## src/logic/emb_pkg.sv

```systemverilog
// constants, field layouts and types for the external memory bus sequencer
package emb_pkg;

    // ----------------------------------------------------------------
    // register map: word indexes, byte address is four times the index
    // ----------------------------------------------------------------
    localparam logic [7:0] CSC_IDX = 8'h8e;
    localparam logic [7:0] BUS_CFG_IDX = 8'h90;
    localparam logic [7:0] STATUS_IDX = 8'h91;
    localparam logic [1:0] ADR_TOP_ZERO = 2'h0;

    // ----------------------------------------------------------------
    // clock_and_stretch_control fields
    // ----------------------------------------------------------------
    localparam int STRETCH_LSB = 0;
    localparam int MULT_BIT = 3;
    localparam int DIV_LSB = 6;
    localparam logic [7:0] CSC_RESET = 8'h81;

    // ----------------------------------------------------------------
    // bus_config fields
    // ----------------------------------------------------------------
    localparam int PAGE_EN_BIT = 0;
    localparam int PAGE_SEL_LSB = 1;
    localparam int ALE_INT_BIT = 3;
    localparam logic [3:0] BUS_CFG_RESET = 4'h0;

    // ----------------------------------------------------------------
    // status fields
    // ----------------------------------------------------------------
    localparam int ST_STRETCH_LSB = 0;
    localparam int ST_BUSY_BIT = 4;
    localparam int ST_MISS_BIT = 5;
    localparam int ST_VALID_BIT = 6;
    localparam int ST_HI_LSB = 8;

    // ----------------------------------------------------------------
    // clock divider codes and rates
    // ----------------------------------------------------------------
    localparam logic [1:0] DIV_ONE = 2'h2;
    localparam logic [1:0] DIV_SLOW = 2'h3;
    localparam logic [9:0] SLOW_DIV_LAST = 10'h3ff;

    // ----------------------------------------------------------------
    // access kinds and page mode selects
    // ----------------------------------------------------------------
    localparam logic [1:0] KIND_CODE = 2'h0;
    localparam logic [1:0] KIND_RD = 2'h1;
    localparam logic [1:0] KIND_WR = 2'h2;
    localparam logic [1:0] PAGE_SEL_ALT = 2'h3;

    // ----------------------------------------------------------------
    // cycle lengths and strobe positions in system clocks, slow stretch limits in stretch cycles
    // ----------------------------------------------------------------
    localparam logic [6:0] INT_CLKS = 7'h01;
    localparam logic [6:0] CODE_CLKS = 7'h04;
    localparam logic [6:0] CODE_STRB_START = 7'h02;
    localparam logic [6:0] DATA_CLKS = 7'h08;
    localparam logic [6:0] ALE_CLKS = 7'h01;
    localparam logic [6:0] ALE_SLOW_CLKS = 7'h05;
    localparam logic [6:0] STRB0_START = 7'h04;
    localparam logic [6:0] STRB0_END = 7'h06;
    localparam logic [6:0] STRB1_START = 7'h05;
    localparam logic [6:0] STRB4_START = 7'h0d;
    localparam logic [3:0] SLOW_STRETCH_BASE = 4'h3;
    localparam logic [3:0] FIRST_SLOW_STRETCH = 4'h7;

    typedef enum logic {EMB_IDLE, EMB_RUN} emb_state_e;

endpackage

```

## src/logic/emb_tick_if.sv

```systemverilog
// carrier between the sequencer and its system clock divider
`timescale 1ns/1ps
interface emb_tick_if;
    logic [1:0] div_sel;
    logic tick;
    modport gen (input div_sel, output tick);
    modport use_side (output div_sel, input tick);
endinterface

```

## src/logic/emb_tick_div.sv

```systemverilog
// system clock enable divider driven from the oscillator clock
`timescale 1ns/1ps
module emb_tick_div (
    input wire logic clk_i,
    input wire logic rst_b_i,
    emb_tick_if.gen tk
);

    typedef struct packed {
        logic [9:0] cnt;
        logic tick;
    } emb_div_s;

    emb_div_s r;
    emb_div_s n;

    // divide-by-one ticks every clock; the slow mode once per 1024
    always_comb
    begin
        n = r;
        if (tk.div_sel == emb_pkg::DIV_SLOW)
        begin
            n.tick = (r.cnt == emb_pkg::SLOW_DIV_LAST);
            n.cnt = r.cnt + 10'h001;
        end
        else
        begin
            n.tick = 1'b1;
            n.cnt = 10'h000;
        end
    end

    always_ff @(posedge clk_i or negedge rst_b_i)
    begin
        if (!rst_b_i)
            r <= '0;
        else
            r <= n;
    end

    assign tk.tick = r.tick;

endmodule

```

## src/logic/emb_sequencer.sv

```systemverilog
// external memory bus sequencer with data-cycle stretch and wishbone registers
`timescale 1ns/1ps
// Behaviour
// - external code fetch 4 clocks, internal 1
// - external data basic cycle 4, internal 1
// - page cycles 1/2/4 hit, 2/4/8 miss
// - alternate page bus speeds code only
// - latch strobe off internally unless option set
// - latch strobe on external code fetch except page hits
// - code strobe low only on external fetch
// - stretch in control bits 2..0, rewritable
// - codes 0..3 give 0..3, 4..7 give 7..10
// - each stretch cycle is four system clocks
// - stretch zero: two basic cycles, no stretch
// - stretch 1..3 adds 1..3 stretch cycles
// - first stretch adds one setup, one hold
// - slow stretch widens latch, setup, hold, strobe
// - strobe width scales with code and divider
// - stretch resets to one
// - divider code 10b means one system clock per oscillator
// - page miss when upper address byte changes
module emb_sequencer (
    input wire logic CLK_I,
    input wire logic RST_B_I,
    input wire logic CYC_I,
    input wire logic STB_I,
    input wire logic WE_I,
    input wire logic [11:0] ADR_I,
    input wire logic [3:0] SEL_I,
    input wire logic [31:0] DAT_I,
    output logic [31:0] DAT_O,
    output logic ACK_O,
    input wire logic REQ_I,
    input wire logic [1:0] REQ_KIND_I,
    input wire logic REQ_EXT_I,
    input wire logic [15:0] REQ_ADDR_I,
    input wire logic [7:0] REQ_WDATA_I,
    output logic BUSY_O,
    output logic DONE_O,
    output logic [7:0] RDATA_O,
    output logic ALE_O,
    output logic EXT_CODE_STROBE_N_O,
    output logic RD_N_O,
    output logic WR_N_O,
    output logic [15:0] ADDR_O,
    output logic [7:0] DATA_O,
    output logic DATA_OE_O,
    input wire logic [7:0] DATA_I
);

    // ----------------------------------------------------------------
    // state
    // ----------------------------------------------------------------
    typedef struct packed {
        emb_pkg::emb_state_e state;
        logic [6:0] t;
        logic [6:0] total;
        logic [6:0] ale_end;
        logic [6:0] strb_start;
        logic [6:0] strb_end;
        logic [1:0] kind;
        logic ext;
        logic [7:0] csc;
        logic [3:0] cfg;
        logic [7:0] last_hi;
        logic hi_valid;
        logic force_miss;
        logic was_miss;
        logic ack;
        logic [15:0] wb_dat;
        logic busy;
        logic done;
        logic [7:0] rdata;
        logic ale;
        logic code_n;
        logic rd_n;
        logic wr_n;
        logic [15:0] addr;
        logic [7:0] wdata;
        logic data_oe;
    } emb_seq_s;

    emb_seq_s r;
    emb_seq_s n;

    emb_tick_if tk ();

    emb_tick_div u_div (
        .clk_i(CLK_I),
        .rst_b_i(RST_B_I),
        .tk(tk.gen)
    );

    assign tk.div_sel = r.csc[emb_pkg::DIV_LSB +: 2];

    // ----------------------------------------------------------------
    // stretch decode
    // ----------------------------------------------------------------
    function automatic logic [3:0] stretch_cycles(input logic [2:0] code);
        logic [3:0] c;
        c = {1'b0, code};
        if (code[2])
            stretch_cycles = c + emb_pkg::SLOW_STRETCH_BASE;
        else
            stretch_cycles = c;
    endfunction

    // a page miss spends one whole hit cycle latching the upper byte first
    function automatic logic [6:0] page_clks(input logic is_miss, input logic [6:0] hit_clks);
        if (is_miss)
            page_clks = 7'(hit_clks << 1);
        else
            page_clks = hit_clks;
    endfunction

    logic tick;
    logic wb_hit;
    logic [7:0] idx;
    logic map_ok;
    logic [3:0] st;
    logic [6:0] st_clks;
    logic [6:0] h;
    logic page_en;
    logic [1:0] psel;
    logic miss;
    logic data_miss;
    logic strobe;
    logic running;

    always_comb
    begin
        n = r;
        tick = tk.tick;
        idx = ADR_I[9:2];
        map_ok = (ADR_I[11:10] == emb_pkg::ADR_TOP_ZERO);

        // ------------------------------------------------------------
        // stretch snapshot, applied only when an access is accepted
        // ------------------------------------------------------------
        st = stretch_cycles(r.csc[emb_pkg::STRETCH_LSB +: 3]);
        st_clks = {1'b0, st, 2'b00};

        // ------------------------------------------------------------
        // page decode
        // ------------------------------------------------------------
        page_en = r.cfg[emb_pkg::PAGE_EN_BIT];
        psel = r.cfg[emb_pkg::PAGE_SEL_LSB +: 2];
        h = (psel == emb_pkg::PAGE_SEL_ALT) ? 7'h02 : (7'h01 << psel);
        miss = !r.hi_valid || (REQ_ADDR_I[15:8] != r.last_hi) || r.force_miss;
        // in single-clock page mode every data move is a miss of its own
        data_miss = miss || (psel == 2'h0);
        strobe = 1'b0;
        running = 1'b0;

        // ------------------------------------------------------------
        // wishbone slave, one wait state, unmapped reads return zero
        // ------------------------------------------------------------
        // the ack term leaves a gap so a held strobe is not answered twice in a row
        wb_hit = CYC_I && STB_I && !r.ack;
        n.ack = wb_hit;
        if (wb_hit)
        begin
            n.wb_dat = 16'h0000;
            if (map_ok)
            begin
                case (idx)
                    emb_pkg::CSC_IDX:
                        n.wb_dat = {8'h00, r.csc};
                    emb_pkg::BUS_CFG_IDX:
                        n.wb_dat = {12'h000, r.cfg};
                    emb_pkg::STATUS_IDX:
                    begin
                        n.wb_dat[emb_pkg::ST_STRETCH_LSB +: 4] = st;
                        n.wb_dat[emb_pkg::ST_BUSY_BIT] = r.busy;
                        n.wb_dat[emb_pkg::ST_MISS_BIT] = r.was_miss;
                        n.wb_dat[emb_pkg::ST_VALID_BIT] = r.hi_valid;
                        n.wb_dat[emb_pkg::ST_HI_LSB +: 8] = r.last_hi;
                    end
                    default:
                        n.wb_dat = 16'h0000;
                endcase
            end
            if (WE_I && SEL_I[0] && map_ok)
            begin
                // a stretch or bus_config rewrite mid-access only touches the snapshot of the next one; the divider code acts at once
                if (idx == emb_pkg::CSC_IDX)
                    n.csc = DAT_I[7:0];
                else if (idx == emb_pkg::BUS_CFG_IDX)
                    n.cfg = DAT_I[3:0];
            end
        end

        // ------------------------------------------------------------
        // access sequencer
        // ------------------------------------------------------------
        n.done = 1'b0;
        case (r.state)
            emb_pkg::EMB_IDLE:
            begin
                if (REQ_I)
                begin
                    n.state = emb_pkg::EMB_RUN;
                    n.t = 7'h00;
                    n.busy = 1'b1;
                    n.kind = REQ_KIND_I;
                    n.ext = REQ_EXT_I;
                    n.addr = REQ_ADDR_I;
                    n.wdata = REQ_WDATA_I;
                    n.was_miss = 1'b0;
                    n.strb_start = 7'h00;
                    n.strb_end = 7'h00;
                    if (!REQ_EXT_I)
                    begin
                        n.total = emb_pkg::INT_CLKS;
                        n.ale_end = r.cfg[emb_pkg::ALE_INT_BIT] ? emb_pkg::ALE_CLKS : 7'h00;
                    end
                    else
                    begin
                        n.last_hi = REQ_ADDR_I[15:8];
                        n.hi_valid = 1'b1;
                        n.force_miss = 1'b0;
                        if (REQ_KIND_I == emb_pkg::KIND_CODE && !page_en)
                        begin
                            n.total = emb_pkg::CODE_CLKS;
                            n.ale_end = emb_pkg::ALE_CLKS;
                            n.strb_start = emb_pkg::CODE_STRB_START;
                            n.strb_end = emb_pkg::CODE_CLKS;
                        end
                        else if (REQ_KIND_I == emb_pkg::KIND_CODE)
                        begin
                            // miss: first half latches the upper byte, second half is a hit
                            n.was_miss = miss;
                            n.total = page_clks(miss, h);
                            n.ale_end = miss ? h : 7'h00;
                            n.strb_start = miss ? h : 7'h00;
                            n.strb_end = n.total;
                        end
                        else if (!page_en || psel == emb_pkg::PAGE_SEL_ALT)
                        begin
                            // two basic cycles, stretch cycles split over the phases
                            n.total = emb_pkg::DATA_CLKS + st_clks;
                            n.ale_end = emb_pkg::ALE_CLKS;
                            if (st == 4'h0)
                            begin
                                n.strb_start = emb_pkg::STRB0_START;
                                n.strb_end = emb_pkg::STRB0_END;
                            end
                            else if (st < emb_pkg::FIRST_SLOW_STRETCH)
                            begin
                                n.strb_start = emb_pkg::STRB1_START;
                                n.strb_end = emb_pkg::STRB1_START + st_clks;
                            end
                            else
                            begin
                                n.ale_end = emb_pkg::ALE_SLOW_CLKS;
                                n.strb_start = emb_pkg::STRB4_START;
                                n.strb_end = emb_pkg::STRB4_START + st_clks
                                    - {1'b0, emb_pkg::SLOW_STRETCH_BASE, 2'b00};
                            end
                        end
                        else
                        begin
                            // fast page data: page cycle plus whole stretch cycles
                            n.was_miss = data_miss;
                            n.total = page_clks(data_miss, h) + st_clks;
                            n.ale_end = data_miss ? h : 7'h00;
                            n.strb_start = data_miss ? h : 7'h00;
                            n.strb_end = n.total;
                            // single-clock page mode misses on and after every data move
                            n.force_miss = (psel == 2'h0);
                        end
                    end
                end
            end
            emb_pkg::EMB_RUN:
            begin
                if (tick)
                begin
                    // taken on the last strobe clock so a slow part gets the whole width
                    if (r.ext && r.kind == emb_pkg::KIND_RD && r.t == r.strb_end - 7'h01)
                        n.rdata = DATA_I;
                    if (r.t == r.total - 7'h01)
                    begin
                        n.state = emb_pkg::EMB_IDLE;
                        n.busy = 1'b0;
                        n.done = 1'b1;
                    end
                    else
                        n.t = r.t + 7'h01;
                end
            end
            default:
                n.state = emb_pkg::EMB_IDLE;
        endcase

        // ------------------------------------------------------------
        // pin levels, registered from the next phase position
        // ------------------------------------------------------------
        running = (n.state == emb_pkg::EMB_RUN);
        strobe = running && n.ext && n.t >= n.strb_start && n.t < n.strb_end;
        n.ale = running && n.t < n.ale_end;
        n.code_n = !(strobe && n.kind == emb_pkg::KIND_CODE);
        n.rd_n = !(strobe && n.kind == emb_pkg::KIND_RD);
        n.wr_n = !(strobe && n.kind == emb_pkg::KIND_WR);
        n.data_oe = running && n.ext && n.kind == emb_pkg::KIND_WR && n.t >= n.ale_end;
    end

    // ----------------------------------------------------------------
    // state register
    // ----------------------------------------------------------------
    always_ff @(posedge CLK_I or negedge RST_B_I)
    begin
        if (!RST_B_I)
        begin
            r <= '0;
            r.state <= emb_pkg::EMB_IDLE;
            r.csc <= emb_pkg::CSC_RESET;
            r.cfg <= emb_pkg::BUS_CFG_RESET;
            r.code_n <= 1'b1;
            r.rd_n <= 1'b1;
            r.wr_n <= 1'b1;
        end
        else
            r <= n;
    end

    // ----------------------------------------------------------------
    // outputs
    // ----------------------------------------------------------------
    assign DAT_O = {16'h0000, r.wb_dat};
    assign ACK_O = r.ack;
    assign BUSY_O = r.busy;
    assign DONE_O = r.done;
    assign RDATA_O = r.rdata;
    assign ALE_O = r.ale;
    assign EXT_CODE_STROBE_N_O = r.code_n;
    assign RD_N_O = r.rd_n;
    assign WR_N_O = r.wr_n;
    assign ADDR_O = r.addr;
    assign DATA_O = r.wdata;
    assign DATA_OE_O = r.data_oe;

endmodule

```

## config.mk

```make
export PLATFORM = sky130hd
export DESIGN_NAME = emb_sequencer
export DESIGN_NICKNAME = d
export VERILOG_FILES = /design/src/logic/emb_pkg.sv /design/src/logic/emb_tick_if.sv /design/src/logic/emb_tick_div.sv /design/src/logic/emb_sequencer.sv
export SDC_FILE = /design/constraint.sdc
export NUM_CORES = 1
export LEC_CHECK = 0
export ABC_AREA = 1
export BUFFER_PORTS_ARGS = -buffer_cell sky130_fd_sc_hd__buf_4
export CORE_UTILIZATION = 35
export CTS_CLUSTER_SIZE = 20
export DETAILED_ROUTE_END_ITERATION = 10
export GPL_TIMING_DRIVEN = 0
export SLEW_MARGIN = 20
export SYNTH_ARGS = -nofsm -noshare
export SYNTH_HDL_FRONTEND = slang
export SYNTH_SLANG_ARGS = --single-unit
```

## constraint.sdc

```tcl
create_clock -name CLK_I -period 3.5 [get_ports CLK_I]
set_clock_uncertainty 0.1 [all_clocks]
set_input_delay 0.875 -clock CLK_I [delete_from_list [all_inputs] [get_ports CLK_I]]
set_output_delay 0.875 -clock CLK_I [all_outputs]
set_load 0.01 [all_outputs]
```

==> impl_metrics.ini, run 1 <==
[sta]
setup_violations = 0
holdWs_ns = 0.298
hold_viol = 0
slew_violations = 0
min_period_ns = 3.27
tightestPinTransition_ns = 0.640
max_freq_mhz = 306
setup_slack_ns = 0.229
finalSetupTns_ns = 0
timing.final.crit_share_pct = 93.5
slew_headroom_pct = 57.3

[yosys]
synth_adder_area_share_pct = 5.13
synth_top_family_by_area = simple AND/OR/NAND/NOR gates
ys_seq_area_share_pct = 44.2
synthMuxAreaShare_pct = 0.753
synth_cells = 907
synthXorXnorAreaFrac_pct = 1.32
synth.cell_area_mm2 = 0.00731
synth-simple-area-share_pct = 21.7
synth_warnings = 0
synth_seq_cells = 129
postSynth.asyncResetShare_pct = 100
avgSynthCellArea_um2 = 8.06
synth.distinct_cells = 51
synth_edf_count = 0
synth_ff_type = dfrtp_1
synth_compound_gate_area_share_pct = 12.1

[critical_path]
max_stage_delay_ns = 0.28
critPathRequiredTime_ns = 3.74
r2r_cells = 18
ff2ff_setup_slack_ns = 0.23
critical_path.top_delay_family = simple AND/OR/NAND/NOR gates
critPathKind = primary input to flop
worstReg2RegStart = r[71]$_DFFE_PN1P_
cp_data_arrival_time_ns = 3.51
crit_chain = buf_4 -> inv_1 -> nor2_1 -> nor3_2 -> nand3_4 -> nand2_1 -> o21ai_2 -> ha_1 -> ha_1 -> inv_1 -> nand2_1 -> a21oi_2 -> a21oi_2 -> a21oi_2 -> ha_1 -> a21oi_1 -> o21ai_1 -> nor2_2 -> nand3_1
cpMaxStageDelayCell = nor3_2
cp_max_fo = 6
cp-start-kind = primary input
cp_num_buf_inv = 3
r2r_end = WR_N_O$_DFF_PN1_
endpoint_kind = flop

[clock_network]
root_buffer = clkbuf_16
cts_buffer_depth = 2
cts.reportedPaths.clkPinSlew_ns = 0.06
cts_hold_buf = 0
tritoncts = built
clk_latency_ns = 0.42
htree_levels = 4
cts.sinks = 129
cts_buffers = 17

[cells_and_area]
diodes = 0
layout-drive-gt1-share_pct = 26.7
most-common-layout-cells = 215 x nand2_1, 182 x buf_4, 127 x inv_1, 124 x dfrtp_1, 69 x o21ai_0
areaGrowthSynthToFinish_pct = 27.8
multiInputGateArea_mm2 = 0.00315
layout_commonest_cell = nand2_1
seq_area_mm2 = 0.00323
layout.nets = 1180
fillers = 2005

[routing]
wl_um = 17600
drc = 0
route.met3.wl_um = 854
vias_per_cell = 4.52
ant_nets = 0
drt_iter0_markers = 472
dr.pass1.iters = 5
wl_per_cell_um = 13.2
wl_met1_um = 8620
wl_met2_um = 7940
dr.max_layer_used = met4
vias = 6069

[worst_hold_path]
hp-class = primary input to asynchronous set/reset pin

[floorplan]
pin_count = 161
dieHeight_um = 147
die_x_um = 147
rows = 52
dieArea_mm2 = 0.0215
core_area_mm2 = 0.0204
initial_core_util_pct = 35.9

[grt]
grt_antenna_before_repair = 0
grt-ovfl-total = 0
grt_max_degree = 69
grt_pass1_vias = 5781
grt_pass1_wl_um = 29200
grt_use_total_pct = 17.4

[flow_run]
drv_cap = 0

[placement]
gp_congestion = 0.851
dp_slack_ns = -0.475
dp_hpwl_um = 13400
numPortBuffers = 115

[status]
status = complete, no violations

[power]
power-per-cell-area_mw_per_mm2 = 456
ir_worst_vdd_mv = 0.353
leakage_nw = 4.97
==> through the flow <==
step	util, %	power [mW]	area, um^2	std cells
6_report	45.9	4.26	9340	1342
5_1_grt	45.9	4.49	9340	1342
4_1_cts	45.3	4.30	9220	1338
3_5_place_dp	42.2	2.41	8600	1308
3_3_place_gp	42.1	2.39	8570	1307
2_1_floorplan	-	2.15	7370	922
==> kinds of logic (layout without fill, tap and decap cells) <==
| logic type | after synthesis | after routing |
|---|---|---|
| fa+ha+maj | 30 | 30 |
| other cells | 1 | 16 |
| xor+xnor | 11 | 11 |
| buf+inv | 215 | 365 |
| flops | 129 | 129 |
| compound gates | 155 | 155 |
| mux | 5 | 5 |
| simple gates | 361 | 361 |
==> state kept, by name, summed over array words and instances (netlist names), 2 cells and up <==
name / count
r: 59
ADDR_O: 16
psel: 2
RDATA_O: 8
u_div.r: 10
DAT_O: 16
DATA_O: 8
==> cells in the mapped netlist (8+ instances only) <==
| cell | instances | area [um^2] |
|---|---|---|
| nor3_1 | 8 | 40.0 |
| buf_4 | 64 | 480 |
| nand2_2 | 10 | 62.6 |
| nand2_1 | 216 | 811 |
| ha_1 | 30 | 375 |
| nor2_1 | 57 | 214 |
| dfrtp_1 | 124 | 3100 |
| inv_1 | 128 | 480 |
| a21oi_1 | 33 | 165 |
| clkbuf_1 | 10 | 37.5 |
| nand3_1 | 37 | 185 |
| o22ai_1 | 13 | 81.3 |
| nand4_1 | 9 | 56.3 |
| o21ai_0 | 77 | 385 |
==> where the power goes <==
group	leakage [nW]	internal [mW]	total, mW	switching (mW)
registers	1.58	1.62	1.71	0.0908
clock network	0.295	1.22	1.87	0.646
logic	3.10	0.316	0.685	0.369
==> timing repair <==
action                                  CTS  global route
resized for setup                         3            28
endpoints found under the setup margin    4             5
setup buffers                             0             4
pin swaps                                 1             8
hold endpoints to repair                  0             0
==> worst max-delay path by stage <==
stage,from,to,depth (start not counted)
floorplan,REQ_ADDR_I[15],EXT_CODE_STROBE_N_O$_DFF_PN1_,18
global route,r[103]$_DFFE_PN0P_,DATA_OE_O$_DFF_PN0_,23
finish,REQ_ADDR_I[15],WR_N_O$_DFF_PN1_,19
global placement,REQ_ADDR_I[15],WR_N_O$_DFF_PN1_,19
detailed placement,REQ_ADDR_I[15],WR_N_O$_DFF_PN1_,19
CTS,r[71]$_DFFE_PN1P_,WR_N_O$_DFF_PN1_,18
==> layer usage <==
layer	up-vias	track usage [%]
li1	3145	-
met1	2773	24.3
met2	134	26.5
met3	17	3.97
met4	0	5.68
met5	-	0
==> final cells by class <==
| type | count | share of cell area (%) |
|---|---|---|
| Buffer | 81 | 6.09 |
| Inverter | 134 | 5.38 |
| Tap cell | 270 | 3.62 |
| Timing Repair Buffer | 120 | 9.94 |
| Clock inverter | 9 | 1.69 |
| Clock buffer | 21 | 4.93 |
| Multi-Input combinational cell | 578 | 33.7 |
| Sequential cell | 129 | 34.6 |
Power figures use the tool's default switching activity.
==> run 2: changes to the inputs <==
Settings changed: CTS_CLUSTER_DIAMETER set to 60.
Clock period 3.5 ns to 3.56 ns, I/O delays scaled along.
==> run 2 against run 1 <==
  * Final area fell by 0.56%
  * Highest routed layer unchanged
  * Register-to-register slack improved by 0.05 ns
  * Hold slack improved by 0.013 ns
  * First-iteration DRC count down 17%
  * Largest cell class unchanged
  * Core utilization shrank 0.26 points
  * Critical path depth unchanged
  * Die area is the same
  * Critical path type unchanged
  * Largest power group unchanged
  * Total power shrank 1.9%
==> impl_metrics.ini, run 2 (synthesis gave the netlist of run 1 again) <==
[status]
status = complete, no violations

[grt]
grt_pass1_wl_um = 29200
grt_antenna_before_repair = 0
grt_pass1_vias = 5781
grt_use_total_pct = 17.4
grt_max_degree = 69
grt-ovfl-total = 0

[clock_network]
cts.sinks = 129
tritoncts = built
cts_buffers = 17
htree_levels = 4
cts_hold_buf = 0
root_buffer = clkbuf_16
clk_latency_ns = 0.42
cts.reportedPaths.clkPinSlew_ns = 0.06
cts_buffer_depth = 2

[placement]
placed_cells = 1308
dp_hpwl_um = 13400
numPortBuffers = 115
place_area_mm2 = 0.00860
gp_congestion = 0.851
dp_slack_ns = -0.430

[floorplan]
pin_count = 161
die_x_um = 147
rows = 52
initial_core_util_pct = 35.9
dieHeight_um = 147
core_area_mm2 = 0.0204
dieArea_mm2 = 0.0215

[cells_and_area]
layout-drive-gt1-share_pct = 25.9
largest_reg_flops = 59
seq_area_mm2 = 0.00323
utilization_pct = 45.6
layout_commonest_cell = nand2_1
stdcell_count = 1342
design_area_mm2 = 0.00929
multiInputGateArea_mm2 = 0.00310
most-common-layout-cells = 215 x nand2_1, 182 x buf_4, 127 x inv_1, 124 x dfrtp_1, 72 x o21ai_0
layout.nets = 1180
fillers = 1998
regMostFlops = r
areaGrowthSynthToFinish_pct = 27.1
diodes = 0

[routing]
wl_um = 17600
wl_per_cell_um = 13.1
drc = 0
wl_met1_um = 8540
route.met3.wl_um = 906
vias_per_cell = 4.51
ant_nets = 0
vias = 6057
wl_met2_um = 7920
drt_iter0_markers = 392
dr.max_layer_used = met4
dr.pass1.iters = 5

[flow_run]
drv_cap = 0

[worst_hold_path]
hp-class = primary input to asynchronous set/reset pin

[critical_path]
cp_max_fo = 6
cp-start-kind = primary input
endpoint_kind = flop
cp_data_arrival_time_ns = 3.55
worstReg2RegStart = r[71]$_DFFE_PN1P_
critPathKind = primary input to flop
crit_start = REQ_ADDR_I[11]
critPathRequiredTime_ns = 3.80

[sta]
timing.final.crit_share_pct = 93.1
setup_slack_ns = 0.247
slew_violations = 0
finalSetupTns_ns = 0
hold_viol = 0
slew_headroom_pct = 56.4
tightestPinTransition_ns = 0.653
max_freq_mhz = 302
setup_violations = 0
min_period_ns = 3.31

[power]
leakage_nw = 4.97
seq_power_share_pct = 40.2
combPwrFrac_pct = 15.9
power.internal_mw = 3.10
ir_worst_vdd_mv = 0.346
p_sw_share_pct = 25.9
power-per-cell-area_mw_per_mm2 = 450
clkPwrFrac_pct = 43.9
switching_power_mw = 1.08
[run 2: cell counts in the layout (fill, tap and decap cells not counted)]
Identical to the previous run, type by type.
[run 2: critical path: stages]
cell and delay, ns:
buf_4 0.12, inv_1 0.06, nor2_1 0.05, nor3_2 0.28, nand3_4 0.17, nand2_1 0.13, o21ai_2 0.08, ha_1 0.20
ha_1 0.18, inv_1 0.06, nand2_1 0.08, a21oi_1 0.17, a21oi_2 0.10, a21oi_2 0.16, ha_1 0.26, a21oi_1 0.13
o21ai_0 0.14, nor2_2 0.17, nand3_1 0.11
[run 2: layer usage]
layer / track usage (%) / up-vias
met4: 5.68 / 0
met3: 3.97 / 15
met1: 24.3 / 2751
met2: 26.5 / 151
met5: 0 / -
li1: - / 3140
[run 2: final cells by class]
| type | instances | share of cell area, % |
|---|---|---|
| Clock inverter | 9 | 1.70 |
| Sequential cell | 129 | 34.8 |
| Tap cell | 270 | 3.64 |
| Multi-Input combinational cell | 578 | 33.4 |
| Buffer | 81 | 6.13 |
| Inverter | 134 | 5.41 |
| Timing Repair Buffer | 120 | 9.99 |
| Clock buffer | 21 | 4.96 |
[run 2: worst paths after layout]
| path | endpoint | slack, ns | cells after the start |
|---|---|---|---|
| setup reg to reg | WR_N_O$_DFF_PN1_ | 0.28 | 18 |
| hold / removal | RDATA_O[7]$_DFFE_PN0P_ | 0.31 | 1 |
| setup / recovery | WR_N_O$_DFF_PN1_ | 0.25 | 19 |
| max in group asynchronous | r[71]$_DFFE_PN1P_ | 2.30 | 2 |
| hold reg to reg | u_div.r[10]$_DFF_PN0_ | 0.35 | 1 |
| min in group CLK_I | u_div.r[10]$_DFF_PN0_ | 0.35 | 1 |
[run 2: repair_timing]
item	in CTS	in global routing
endpoints found under the setup margin	3	5
buffers inserted	0	4
resized for setup	1	16
pin swaps	0	5
cloned	0	0
[run 2: metrics by stage]
| step | power [mW] | hold WS, ns |
|---|---|---|
| floorplan | 2.11 | 0.323 |
| global placement | 2.35 | 0.337 |
| detailed placement | 2.37 | 0.351 |
| CTS | 4.23 | 0.320 |
| global route | 4.40 | 0.346 |
| finish | 4.19 | 0.310 |
[run 2: power groups by stage]
stage                     clock network (mW)  registers (mW)  logic (mW)
final                                   1.84            1.68       0.665
after global routing                    1.94            1.70       0.761
after CTS                               1.88            1.68       0.664
after detailed placement                   0            1.71       0.661
after global placement                     0            1.70       0.645
after floorplan                            0            1.69       0.427
